--- config.mk ---
export PLATFORM = sky130hd
export DESIGN_NAME = osc_select_autocal_sqw
export DESIGN_NICKNAME = d
export VERILOG_FILES = /design/src/verilog/osc_pkg.sv /design/src/verilog/osc_select_autocal_sqw.sv /design/src/verilog/osc_trim_adjust.sv
export SDC_FILE = /design/constraint.sdc
export NUM_CORES = 1
export LEC_CHECK = 0
export BUFFER_PORTS_ARGS = -buffer_cell sky130_fd_sc_hd__buf_2
export CAP_MARGIN = 20
export CORE_ASPECT_RATIO = 0.8
export CORE_UTILIZATION = 45
export CTS_BUF_LIST = sky130_fd_sc_hd__clkbuf_4 sky130_fd_sc_hd__clkbuf_8
export DETAILED_ROUTE_END_ITERATION = 7
export HOLD_SLACK_MARGIN = 0.08
export SLEW_MARGIN = 20
export SYNTH_ARGS = -nofsm -noshare
export SYNTH_HDL_FRONTEND = slang
export SYNTH_SLANG_ARGS = --single-unit
export TNS_END_PERCENT = 100
--- constraint.sdc ---
create_clock -name clk_i -period 9 [get_ports clk_i]
set_input_delay 2.7 -clock clk_i [delete_from_list [all_inputs] [get_ports clk_i]]
set_output_delay 2.7 -clock clk_i [all_outputs]
set_load 0.03 [all_outputs]
--- src/verilog/osc_pkg.sv ---
// Constants shared by the oscillator select, autocalibration and square-wave block
package osc_pkg;

  // ----------------------------------------------------------------
  // Register offsets
  // ----------------------------------------------------------------
  localparam logic [7:0] ADDR_WAVE_CTL = 8'h13;
  localparam logic [7:0] ADDR_TRIM_LO  = 8'h15;
  localparam logic [7:0] ADDR_TRIM_HI  = 8'h16;
  localparam logic [7:0] ADDR_OSC_CTL  = 8'h1c;
  localparam logic [7:0] ADDR_CFG_KEY  = 8'h1f;

  // ----------------------------------------------------------------
  // Field positions and codes
  // ----------------------------------------------------------------
  localparam int         WAVE_EN_BIT   = 7;
  localparam int         FREQ_HI       = 4;
  localparam int         FREQ_LO       = 0;
  localparam logic [4:0] FREQ_1HZ      = 5'h0f;
  localparam int         OSC_SRC_BIT   = 7;
  localparam int         AUTOCAL_HI    = 6;
  localparam int         AUTOCAL_LO    = 5;
  localparam logic [1:0] AUTOCAL_ON    = 2'h3;
  localparam logic [7:0] CFG_KEY_VALUE = 8'ha1;

  // ----------------------------------------------------------------
  // Reset values
  // ----------------------------------------------------------------
  localparam logic [7:0] WAVE_CTL_RST  = 8'h00;
  localparam logic [7:0] OSC_CTL_RST   = 8'h00;
  localparam logic [7:0] TRIM_RST      = 8'h00;

  // ----------------------------------------------------------------
  // Timing, counted in oscillator ticks and timebase seconds
  // ----------------------------------------------------------------
  localparam logic [14:0] DIV_LAST        = 15'h7fff;
  localparam logic [15:0] TICKS_PER_S     = 16'h8000;
  localparam int          AUTOCAL_PERIOD_S = 512;
  localparam logic [8:0]  PERIOD_LAST     = 9'(AUTOCAL_PERIOD_S - 1);
  localparam int          CAL_LIMIT_S     = 60;
  localparam logic [5:0]  CAL_SEC_LAST    = 6'(CAL_LIMIT_S - 1);

  typedef enum logic {CAL_IDLE, CAL_MEASURE} osc_cal_state_t;

endpackage

--- src/verilog/osc_select_autocal_sqw.sv ---
// Oscillator select, RC autocalibration and square-wave output of the clock device
module osc_select_autocal_sqw
  import osc_pkg::*;
(
  // Clock and reset
  input  wire logic       clk_i,
  input  wire logic       rst_i,
  // Register access
  input  wire logic       reg_wr_i,
  input  wire logic       reg_rd_i,
  input  wire logic [7:0] reg_addr_i,
  input  wire logic [7:0] reg_wdata_i,
  output logic      [7:0] reg_rdata_o,
  // Oscillator ticks
  input  wire logic       crystal_tick_i,
  input  wire logic       rc_tick_i,
  // Pin and status
  output logic            square_wave_pin_o,
  output logic            osc_source_select_o,
  output logic            cal_busy_o
);

  // ----------------------------------------------------------------
  // Declarations
  // ----------------------------------------------------------------
  logic [7:0]     wave_ctl_q, wave_ctl_d;
  logic [7:0]     osc_ctl_q, osc_ctl_d;
  logic           key_q, key_d;
  logic [7:0]     trim_lo_q, trim_lo_d;
  logic [7:0]     trim_hi_q, trim_hi_d;
  logic [7:0]     rdata_q, rdata_d;
  logic [14:0]    div_q, div_d;
  logic           sec_q, sec_d;
  logic           pin_q, pin_d;
  osc_cal_state_t cal_state_q, cal_state_d;
  logic [15:0]    xt_cnt_q, xt_cnt_d;
  logic [16:0]    rc_cnt_q, rc_cnt_d;
  logic [8:0]     period_q, period_d;
  logic [5:0]     cal_sec_q, cal_sec_d;
  logic           store_q, store_d;
  logic [15:0]    cal_val_q, cal_val_d;
  logic           busy_q, busy_d;
  logic           wr_wave, wr_osc, wr_key, osc_wr_ok;
  logic           autocal_active, start_req, period_hit;
  logic           rc_adj_tick, base_tick, wave_sel;
  logic [16:0]    rc_final;

  // ----------------------------------------------------------------
  // Address decode
  // ----------------------------------------------------------------
  assign wr_wave   = reg_wr_i && (reg_addr_i == ADDR_WAVE_CTL);
  assign wr_osc    = reg_wr_i && (reg_addr_i == ADDR_OSC_CTL);
  assign wr_key    = reg_wr_i && (reg_addr_i == ADDR_CFG_KEY);
  assign osc_wr_ok = wr_osc && key_q;

  // ----------------------------------------------------------------
  // Register file
  // ----------------------------------------------------------------
  always_comb begin
    wave_ctl_d = wave_ctl_q;
    osc_ctl_d  = osc_ctl_q;
    key_d      = key_q;
    trim_lo_d  = trim_lo_q;
    trim_hi_d  = trim_hi_q;
    rdata_d    = rdata_q;
    if (wr_wave) begin
      wave_ctl_d = {reg_wdata_i[WAVE_EN_BIT], 2'b00, reg_wdata_i[FREQ_HI:FREQ_LO]};
    end
    if (wr_key) begin
      key_d = (reg_wdata_i == CFG_KEY_VALUE);
    end else if (osc_wr_ok) begin
      key_d = 1'b0;
    end
    if (osc_wr_ok) begin
      osc_ctl_d = reg_wdata_i;
    end
    // A finishing calibration wins over a host write in the same cycle
    if (store_q) begin
      trim_lo_d = cal_val_q[7:0];
      trim_hi_d = cal_val_q[15:8];
    end else begin
      if (reg_wr_i && (reg_addr_i == ADDR_TRIM_LO)) begin
        trim_lo_d = reg_wdata_i;
      end
      if (reg_wr_i && (reg_addr_i == ADDR_TRIM_HI)) begin
        trim_hi_d = reg_wdata_i;
      end
    end
    if (reg_rd_i) begin
      if (reg_addr_i == ADDR_WAVE_CTL) begin
        rdata_d = wave_ctl_q;
      end else if (reg_addr_i == ADDR_TRIM_LO) begin
        rdata_d = trim_lo_q;
      end else if (reg_addr_i == ADDR_TRIM_HI) begin
        rdata_d = trim_hi_q;
      end else if (reg_addr_i == ADDR_OSC_CTL) begin
        rdata_d = osc_ctl_q;
      end else begin
        rdata_d = 8'h00;
      end
    end
  end

  always_ff @(posedge clk_i or posedge rst_i) begin
    if (rst_i) begin
      wave_ctl_q <= WAVE_CTL_RST;
      osc_ctl_q  <= OSC_CTL_RST;
      key_q      <= 1'b0;
      trim_lo_q  <= TRIM_RST;
      trim_hi_q  <= TRIM_RST;
      rdata_q    <= 8'h00;
    end else begin
      wave_ctl_q <= wave_ctl_d;
      osc_ctl_q  <= osc_ctl_d;
      key_q      <= key_d;
      trim_lo_q  <= trim_lo_d;
      trim_hi_q  <= trim_hi_d;
      rdata_q    <= rdata_d;
    end
  end

  // ----------------------------------------------------------------
  // Timebase and square wave
  // ----------------------------------------------------------------
  osc_trim_adjust u_trim_adjust (
    .clk_i     (clk_i),
    .rst_i     (rst_i),
    .rc_tick_i (rc_tick_i),
    .reload_i  (sec_q),
    .trim_i    ({trim_hi_q, trim_lo_q}),
    .tick_o    (rc_adj_tick)
  );

  assign base_tick = osc_ctl_q[OSC_SRC_BIT] ? rc_adj_tick : crystal_tick_i;

  always_comb begin
    wave_sel = 1'b0;
    if (wave_ctl_q[FREQ_HI]) begin
      wave_sel = 1'b0;
    end else if (wave_ctl_q[3:0] == 4'h0) begin
      wave_sel = div_q[0];
    end else begin
      wave_sel = div_q[4'(wave_ctl_q[3:0] - 4'h1)];
    end
  end

  always_comb begin
    div_d = 15'(div_q + {14'h0000, base_tick});
    sec_d = base_tick && (div_q == DIV_LAST);
    pin_d = wave_ctl_q[WAVE_EN_BIT] ? wave_sel : pin_q;
  end

  always_ff @(posedge clk_i or posedge rst_i) begin
    if (rst_i) begin
      div_q <= 15'h0000;
      sec_q <= 1'b0;
      pin_q <= 1'b0;
    end else begin
      div_q <= div_d;
      sec_q <= sec_d;
      pin_q <= pin_d;
    end
  end

  // ----------------------------------------------------------------
  // Autocalibration
  // ----------------------------------------------------------------
  assign autocal_active = osc_ctl_q[OSC_SRC_BIT] &&
                          (osc_ctl_q[AUTOCAL_HI:AUTOCAL_LO] == AUTOCAL_ON);
  assign start_req  = osc_wr_ok && reg_wdata_i[OSC_SRC_BIT] &&
                      (reg_wdata_i[AUTOCAL_HI:AUTOCAL_LO] == AUTOCAL_ON);
  assign period_hit = autocal_active && sec_q && (period_q == PERIOD_LAST);
  assign rc_final   = 17'(rc_cnt_q + {16'h0000, rc_tick_i});

  always_comb begin
    cal_state_d = cal_state_q;
    xt_cnt_d    = xt_cnt_q;
    rc_cnt_d    = rc_cnt_q;
    cal_sec_d   = cal_sec_q;
    store_d     = 1'b0;
    cal_val_d   = cal_val_q;
    if (start_req || !autocal_active) begin
      period_d = 9'h000;
    end else begin
      period_d = 9'(period_q + {8'h00, sec_q});
    end
    case (cal_state_q)
      CAL_IDLE: begin
        if (start_req || period_hit) begin
          cal_state_d = CAL_MEASURE;
          xt_cnt_d    = 16'h0000;
          rc_cnt_d    = 17'h00000;
          cal_sec_d   = 6'h00;
        end
      end
      CAL_MEASURE: begin
        xt_cnt_d  = 16'(xt_cnt_q + {15'h0000, crystal_tick_i});
        rc_cnt_d  = rc_final;
        cal_sec_d = 6'(cal_sec_q + {5'h00, sec_q});
        if (!autocal_active) begin
          cal_state_d = CAL_IDLE;
        end else if ((crystal_tick_i && (xt_cnt_q == 16'(TICKS_PER_S - 16'h0001))) ||
                     (sec_q && (cal_sec_q == CAL_SEC_LAST))) begin
          // RC ticks counted over one crystal second, or over 60 timebase seconds at the limit, less the nominal count
          cal_state_d = CAL_IDLE;
          store_d     = 1'b1;
          cal_val_d   = 16'(rc_final - {1'b0, TICKS_PER_S});
        end
      end
      default: begin
        cal_state_d = CAL_IDLE;
      end
    endcase
    busy_d = (cal_state_d == CAL_MEASURE);
  end

  always_ff @(posedge clk_i or posedge rst_i) begin
    if (rst_i) begin
      cal_state_q <= CAL_IDLE;
      xt_cnt_q    <= 16'h0000;
      rc_cnt_q    <= 17'h00000;
      period_q    <= 9'h000;
      cal_sec_q   <= 6'h00;
      store_q     <= 1'b0;
      cal_val_q   <= 16'h0000;
      busy_q      <= 1'b0;
    end else begin
      cal_state_q <= cal_state_d;
      xt_cnt_q    <= xt_cnt_d;
      rc_cnt_q    <= rc_cnt_d;
      period_q    <= period_d;
      cal_sec_q   <= cal_sec_d;
      store_q     <= store_d;
      cal_val_q   <= cal_val_d;
      busy_q      <= busy_d;
    end
  end

  // ----------------------------------------------------------------
  // Outputs
  // ----------------------------------------------------------------
  assign reg_rdata_o         = rdata_q;
  assign square_wave_pin_o   = pin_q;
  assign osc_source_select_o = osc_ctl_q[OSC_SRC_BIT];
  assign cal_busy_o          = busy_q;
endmodule

--- src/verilog/osc_trim_adjust.sv ---
// Trim adjuster: drops or inserts RC ticks so the long-term rate is corrected
module osc_trim_adjust (
  // Clock and reset
  input  wire logic        clk_i,
  input  wire logic        rst_i,
  // Raw tick and trim
  input  wire logic        rc_tick_i,
  input  wire logic        reload_i,
  input  wire logic [15:0] trim_i,
  // Corrected tick
  output logic             tick_o
);

  logic [15:0] budget_q, budget_d;
  logic        fast_q, fast_d;
  logic        tick_q, tick_d;

  // ----------------------------------------------------------------
  // Per-second correction budget
  // ----------------------------------------------------------------
  always_comb begin
    budget_d = budget_q;
    fast_d   = fast_q;
    tick_d   = rc_tick_i;
    if (reload_i) begin
      fast_d   = !trim_i[15];
      budget_d = trim_i[15] ? 16'(~trim_i + 16'h0001) : trim_i;
    end else if (budget_q != 16'h0000) begin
      // Corrections bunch at the start of a second: short-term jitter, exact average
      if (fast_q && rc_tick_i) begin
        tick_d   = 1'b0;
        budget_d = 16'(budget_q - 16'h0001);
      end else if (!fast_q && !rc_tick_i) begin
        tick_d   = 1'b1;
        budget_d = 16'(budget_q - 16'h0001);
      end
    end
  end

  always_ff @(posedge clk_i or posedge rst_i) begin
    if (rst_i) begin
      budget_q <= 16'h0000;
      fast_q   <= 1'b0;
      tick_q   <= 1'b0;
    end else begin
      budget_q <= budget_d;
      fast_q   <= fast_d;
      tick_q   <= tick_d;
    end
  end

  assign tick_o = tick_q;
endmodule

# After elaboration in Yosys (flattened, before gate mapping)
# Index checks and enable logic that the tools add are counted.
# totals
ff_bits	140
input_bits	22
out_inout_bits	11
elab_cells	114
# classes
addsub	9
magnitude_cmp	1
n_eq_ne	13
muxes	38
bitwise_logic	2
reduce_logical	32
# op_table
op	count
16-bit 2-to-1 mux	6
8-bit 2-to-1 mux	8
8-bit by 5-bit equality test with 1-bit output (second input constant)	5
17-bit case mux with 2 select lines	1
16-bit case mux with 2 select lines	1
17-bit by 1-bit adder with 17-bit output	1
17-bit 2-to-1 mux	1
16-bit by 1-bit adder with 16-bit output	1
16-bit by 1-bit adder with 16-bit output (second input constant)	1
16-bit by 15-bit equality test with 1-bit output (second input constant)	1
1-bit logical AND	16
1-bit 2-to-1 mux	16
16-bit inverter	1
16-bit nonzero test	1
16-bit by 1-bit subtractor with 16-bit output (second input constant)	1
16-bit subtractor (second input constant)	1
15-bit by 1-bit adder with 15-bit output	1
15-bit equality test (second input constant)	1
6-bit case mux with 2 select lines	1
9-bit by 1-bit adder with 9-bit output	1
9-bit equality test (second input constant)	1
9-bit 2-to-1 mux	1
8-bit equality test (second input constant)	1
2-bit nonzero test	4
other kinds (16)	22

# Depth between registers and ports, before layout
# logic_depth
ltp_word	8
depth_mapped	8
ltp_nobuf	8

# Cells and area by module
# From an unflattened synthesis, not the netlist that was laid out.
# unflattened
cells_unflattened	756
area_unflattened_um2	7579.8
# by_module_without_submodules
mod	instances	cells_per_inst	area_per_inst_um2	seq_area_each_um2
osc_select_autocal_sqw	1	604	6167.2	3027.9
osc_trim_adjust	1	152	1412.6	450.4

# Least setup slack after synthesis
# OpenSTA, ideal clock, no wires.
# synth_path
path_kind	input-to-reg
start	input rc_tick_i
end	register cal_val_q[8]
setup_ns	0.127
arrival_ns	4.192
required_ns	8.873
path_slack_ns	4.681
cell_stages	7
path_buffers	0
cell_sequence	ha_1 -> ha_1 -> nand3_1 -> nor2_1 -> nand3_1 -> xnor2_1 -> mux2_1
# synth_via
elab_chain_cells	2
# synth_rtl
element	line	text
start, declared	osc_select_autocal_sqw.sv:16	input wire logic rc_tick_i,
17-bit by 1-bit adder with 17-bit output	osc_select_autocal_sqw.sv:173	assign rc_final = 17'(rc_cnt_q + {16'h0000, rc_tick_i});
16-bit subtractor	osc_select_autocal_sqw.sv:207	cal_val_d = 16'(rc_final - {1'b0, TICKS_PER_S});
end signal, assigned	osc_select_autocal_sqw.sv:234	cal_val_q <= cal_val_d;
end, declared	osc_select_autocal_sqw.sv:41	logic [15:0] cal_val_q, cal_val_d;
# Every way passes these cells.
# A chain may end at the register's enable or synchronous reset.

# Worst setup path in the final report
# Same ends and word-level chain as after synthesis.

==> impl_table.tex <==
\begin{tabular}{lr}
\hline
Metric & Value \\
\hline
\multicolumn{2}{l}{\textbf{Global route}} \\
\quad Number of global-route vias before repair & 5459 \\
\quad Global-route wire length before repair & 28.2 mm \\
\quad Grt ovf & 0 \\
\quad Pin count of the biggest net entering global routing & 83 \\
\quad Number of antenna violations at the first check in global routing & 0 \\
\quad Gr usage total & 20.7\% \\
\multicolumn{2}{l}{\textbf{Route}} \\
\quad Total DRC errors in the routed layout & 0 \\
\quad Total routed wirelength & 16.8 mm \\
\quad Number of search-and-repair iterations in the first detailed-routing pass & 5 \\
\quad Number of DRC violations after detailed-routing iteration 0 & 336 \\
\quad Via density per instance & 5.62 \\
\quad Number of vias in the routed layout & 5668 \\
\quad Residual antenna-violating net count after detailed routing & 0 \\
\quad Final routed wire length divided by cell count & 16.7 um \\
\multicolumn{2}{l}{\textbf{Cells and area}} \\
\quad Final cell count without fillers & 1008 \\
\quad Diodes inserted & 0 \\
\quad Synth-to-Final Area Change & 9.48\% \\
\quad Post-route core utilization & 51.4\% \\
\quad Area used by multi-input combinational logic & 3880 um2 \\
\quad Total number of nets in the final design & 816 \\
\quad Area used by sequential logic in the layout & 3480 um2 \\
\quad Share of final-layout standard cells stronger than drive strength 1 & 14.6\% \\
\quad Fill cells & 1467 \\
\multicolumn{2}{l}{\textbf{Place}} \\
\quad HPWL after detailed placement & 11.9 mm \\
\quad Number of port buffers & 32 \\
\quad RD Place Congestion & 0.857 \\
\quad Placed Cells & 976 \\
\multicolumn{2}{l}{\textbf{Die}} \\
\quad Placement Rows & 41 \\
\quad Count of boundary I/O pins & 33 \\
\quad Die area & 17300 um2 \\
\quad Placeable core region & 16100 um2 \\
\quad Width of the die & 147 um \\
\quad Starting density of the core & 46.9\% \\
\quad Die extent in y & 118 um \\
\multicolumn{2}{l}{\textbf{CTS}} \\
\quad Latest clock arrival within the worst-skew pair & 0.44 ns \\
\quad CTS buffer count & 17 \\
\quad Setup bufs post-CTS & 0 \\
\quad TritonCTS clock tree & built \\
\quad Level count of the clock H-tree & 4 \\
\quad Hold buffer count at CTS & 0 \\
\quad Clk slew on worst S/H paths & 0.08 ns \\
\quad Clock Sink Count & 139 \\
\quad Deepest clock path buffer count & 2 \\
\quad Root buffer cell & clkbuf\_8 \\
\quad Post-cts sizing count & 0 \\
\multicolumn{2}{l}{\textbf{Synthesis}} \\
\quad Cells after Synth & 757 \\
\quad Synthesized netlist net count & 793 \\
\quad Fraction of synthesis flops using an asynchronous set or reset pin & 100\% \\
\quad Cell variety after synth & 64 \\
\quad Post-Synthesis Cell Area & 7560 um2 \\
\quad Total number of yosys warnings & 0 \\
\quad Predominant post-synthesis flop cell & dfrtp\_1 \\
\quad Count of flip-flops with a built-in enable after synthesis & 0 \\
\quad FF+latch count, synth & 139 \\
\quad Share of synthesized area occupied by flip-flops and latches & 46.0\% \\
\quad Avg Synthesized Cell Area & 9.99 um2 \\
\multicolumn{2}{l}{\textbf{Critical path}} \\
\quad Critical Path Source & rc\_tick\_i \\
\quad Startpoint kind of the worst setup timing path & input pin \\
\quad CP peak stage delay & 0.49 ns \\
\quad Cell with the biggest individual delay on the critical path & nor2\_1 \\
\quad Reg-to-reg critical path startpoint & sec\_q\$\_DFF\_PP0\_ \\
\quad Maximum net fanout on the critical path & 9 \\
\quad Cell-by-cell listing of the critical path & buf\_2 > ha\_1 > ha\_1 > nand3\_1 > nor2\_1 > nand3\_1 > xnor2\_1 > mux2\_1 \\
\quad Data required time at the worst endpoint & 9.32 ns \\
\quad Category of the critical setup timing path & input pin to flop \\
\quad Kind of capture point of the worst setup path & flop \\
\quad Worst EP arrival & 4.60 ns \\
\multicolumn{2}{l}{\textbf{STA}} \\
\quad Endpoints failing hold & 0 \\
\quad Shortest period the worst path allows & 4.28 ns \\
\quad Max-slew violation count & 0 \\
\quad Max-slew headroom at the worst pin & 37.7\% \\
\quad Setup repair after global routing missed its margin & no \\
\quad Finish-stage setup viols & 0 \\
\quad FMAX & 0.234 GHz \\
\quad Post-route fraction of the period consumed by the critical path & 47.5\% \\
\quad Worst Tran Pin Value & 0.925 ns \\
\quad Worst clock skew & 0.00916 ns \\
\quad Aggregate negative setup slack & 0 ns \\
\multicolumn{2}{l}{\textbf{Power and ir drop}} \\
\quad Static leakage & 3.46 nW \\
\quad Sum of internal, switching and leakage power & 0.00145 W \\
\quad IR Drop Worst-Case VDD & 0.0666 mV \\
\quad Total power density per cell area & 175 nW/um2 \\
\multicolumn{2}{l}{\textbf{Min path}} \\
\quad Worst Min Path Start & xt\_cnt\_q[15]\$\_DFFE\_PP0P\_ \\
\quad Min-Delay Path Class & flop to flop \\
\multicolumn{2}{l}{\textbf{Run}} \\
\quad Max-cap viol count & 0 \\
\multicolumn{2}{l}{\textbf{Outcome}} \\
\quad Run status & completed \\
\hline
\end{tabular}
==> power by group <==
part	leakage [nW]	switching (W)	internal (W)	total, W
clock network	0.186	0.000240	0.000242	0.000482
logic	1.50	0.000111	0.000103	0.000215
registers	1.78	0.0000768	0.000678	0.000755
total	3.46	0.000428	0.00102	0.00145
==> cell usage after synthesis, types with 7 or more instances <==
library cell	instances	share of area (%)
nor2b_1	16	1.3
mux2i_1	35	4.6
xnor2_1	39	4.5
mux2_2	24	3.6
nand2_1	86	4.3
ha_1	14	2.3
nand4_1	15	1.2
a21oi_1	40	2.6
xor2_1	28	3.2
clkbuf_1	24	1.2
nor3_1	10	0.66
nand3_1	38	2.5
nor2_1	32	1.6
inv_1	18	0.89
nor4_1	7	0.58
o21ai_0	63	4.2
dfrtp_1	139	46
mux2_1	9	1.3
and3_1	11	0.91
==> registers in the layout, summed over array words and instances, names as in the netlist, 6 cells and up <==
register	flops
cal_val_q	16
rc_cnt_q	16
u_trim_adjust.budget_q	16
xt_cnt_q	16
div_q	15
period_q	9
osc_ctl_q	8
reg_rdata_o	8
trim_hi_q	8
trim_lo_q	8
cal_sec_q	6
wave_ctl_q	6
==> layout make-up <==
class                      instances  area share [%]
clock buffer                      22            3.43
clock inverter                    10            1.12
inverter                          18           0.877
multi-input combinational        567            46.9
sequential                       139            42.0
tap                              215            3.25
timing repair buffer              37            2.39
==> final timing paths <==
check | end | slack [ns] | cells after the start
hold / removal | xt_cnt_q[15]$_DFFE_PP0P_ | 0.49 | 1
setup / recovery | cal_val_q[8]$_DFFE_PP0P_ | 4.72 | 8
max in group asynchronous | u_trim_adjust.budget_q[7]$_DFFE_PP0P_ | 5.39 | 3
setup reg to reg | xt_cnt_q[15]$_DFFE_PP0P_ | 6.53 | 6
min in group asynchronous | xt_cnt_q[7]$_DFFE_PP0P_ | 2.38 | 2
hold reg to reg | xt_cnt_q[15]$_DFFE_PP0P_ | 0.49 | 1
==> metrics by stage <==
| step | worst slack [ns] | area [um2] | hold WS, ns |
|---|---|---|---|
| after floorplan | 2.58 | 7560 | 0.446 |
| after global placement | 4.15 | 7890 | 0.471 |
| after detailed placement | 4.09 | 7890 | 0.474 |
| after CTS | 4.57 | 8270 | 0.492 |
| after global routing | 4.56 | 8280 | 0.515 |
| final | 4.72 | 8280 | 0.486 |
==> routing by layer <==
| metal | wire (um) | GRT usage, % |
|---|---|---|
| met2 | 7520 | 30.5 |
| met5 | 0 | 0 |
| met4 | 180 | 5.54 |
| met3 | 761 | 4.50 |
| met1 | 8380 | 30.6 |
==> cells by family after synthesis <==
logic type | Yosys count | synth area share, %
DFF | 139 | 46.0
xor gates and xnor gates | 68 | 7.98
AOI/OAI and AO/OA | 143 | 10.8
adders and majority gates | 14 | 2.32
muxes | 71 | 10.4
and+or+nand+nor | 271 | 19.6
buffers and inverters | 51 | 2.80
==> cell usage in the layout, fill, tap and decap left out, types with 7 or more instances in the layout <==
cell type and instances:
nor4_1 7, and3_1 11, buf_2 32, mux2_1 9, mux2_2 24, ha_1 14, nor2_1 32, nor2b_1 16
mux2i_1 35, nor3_1 10, a21oi_1 39, o21ai_0 63, nand4_1 15, xnor2_1 39, clkbuf_8 19, nand2_1 86
xor2_1 28, dfrtp_1 138, nand3_1 38, inv_1 17
==> critical path: cells and delay by family <==
| kind | cells | cell delay [ns] |
|---|---|---|
| buffers and inverters | 1 | 0.13 |
| adders and majority gates | 2 | 0.48 |
| xor gates and xnor gates | 1 | 0.16 |
| and+or+nand+nor | 3 | 0.85 |
| muxes | 1 | 0.29 |
No activity file was read; power rests on OpenSTA's default activity.
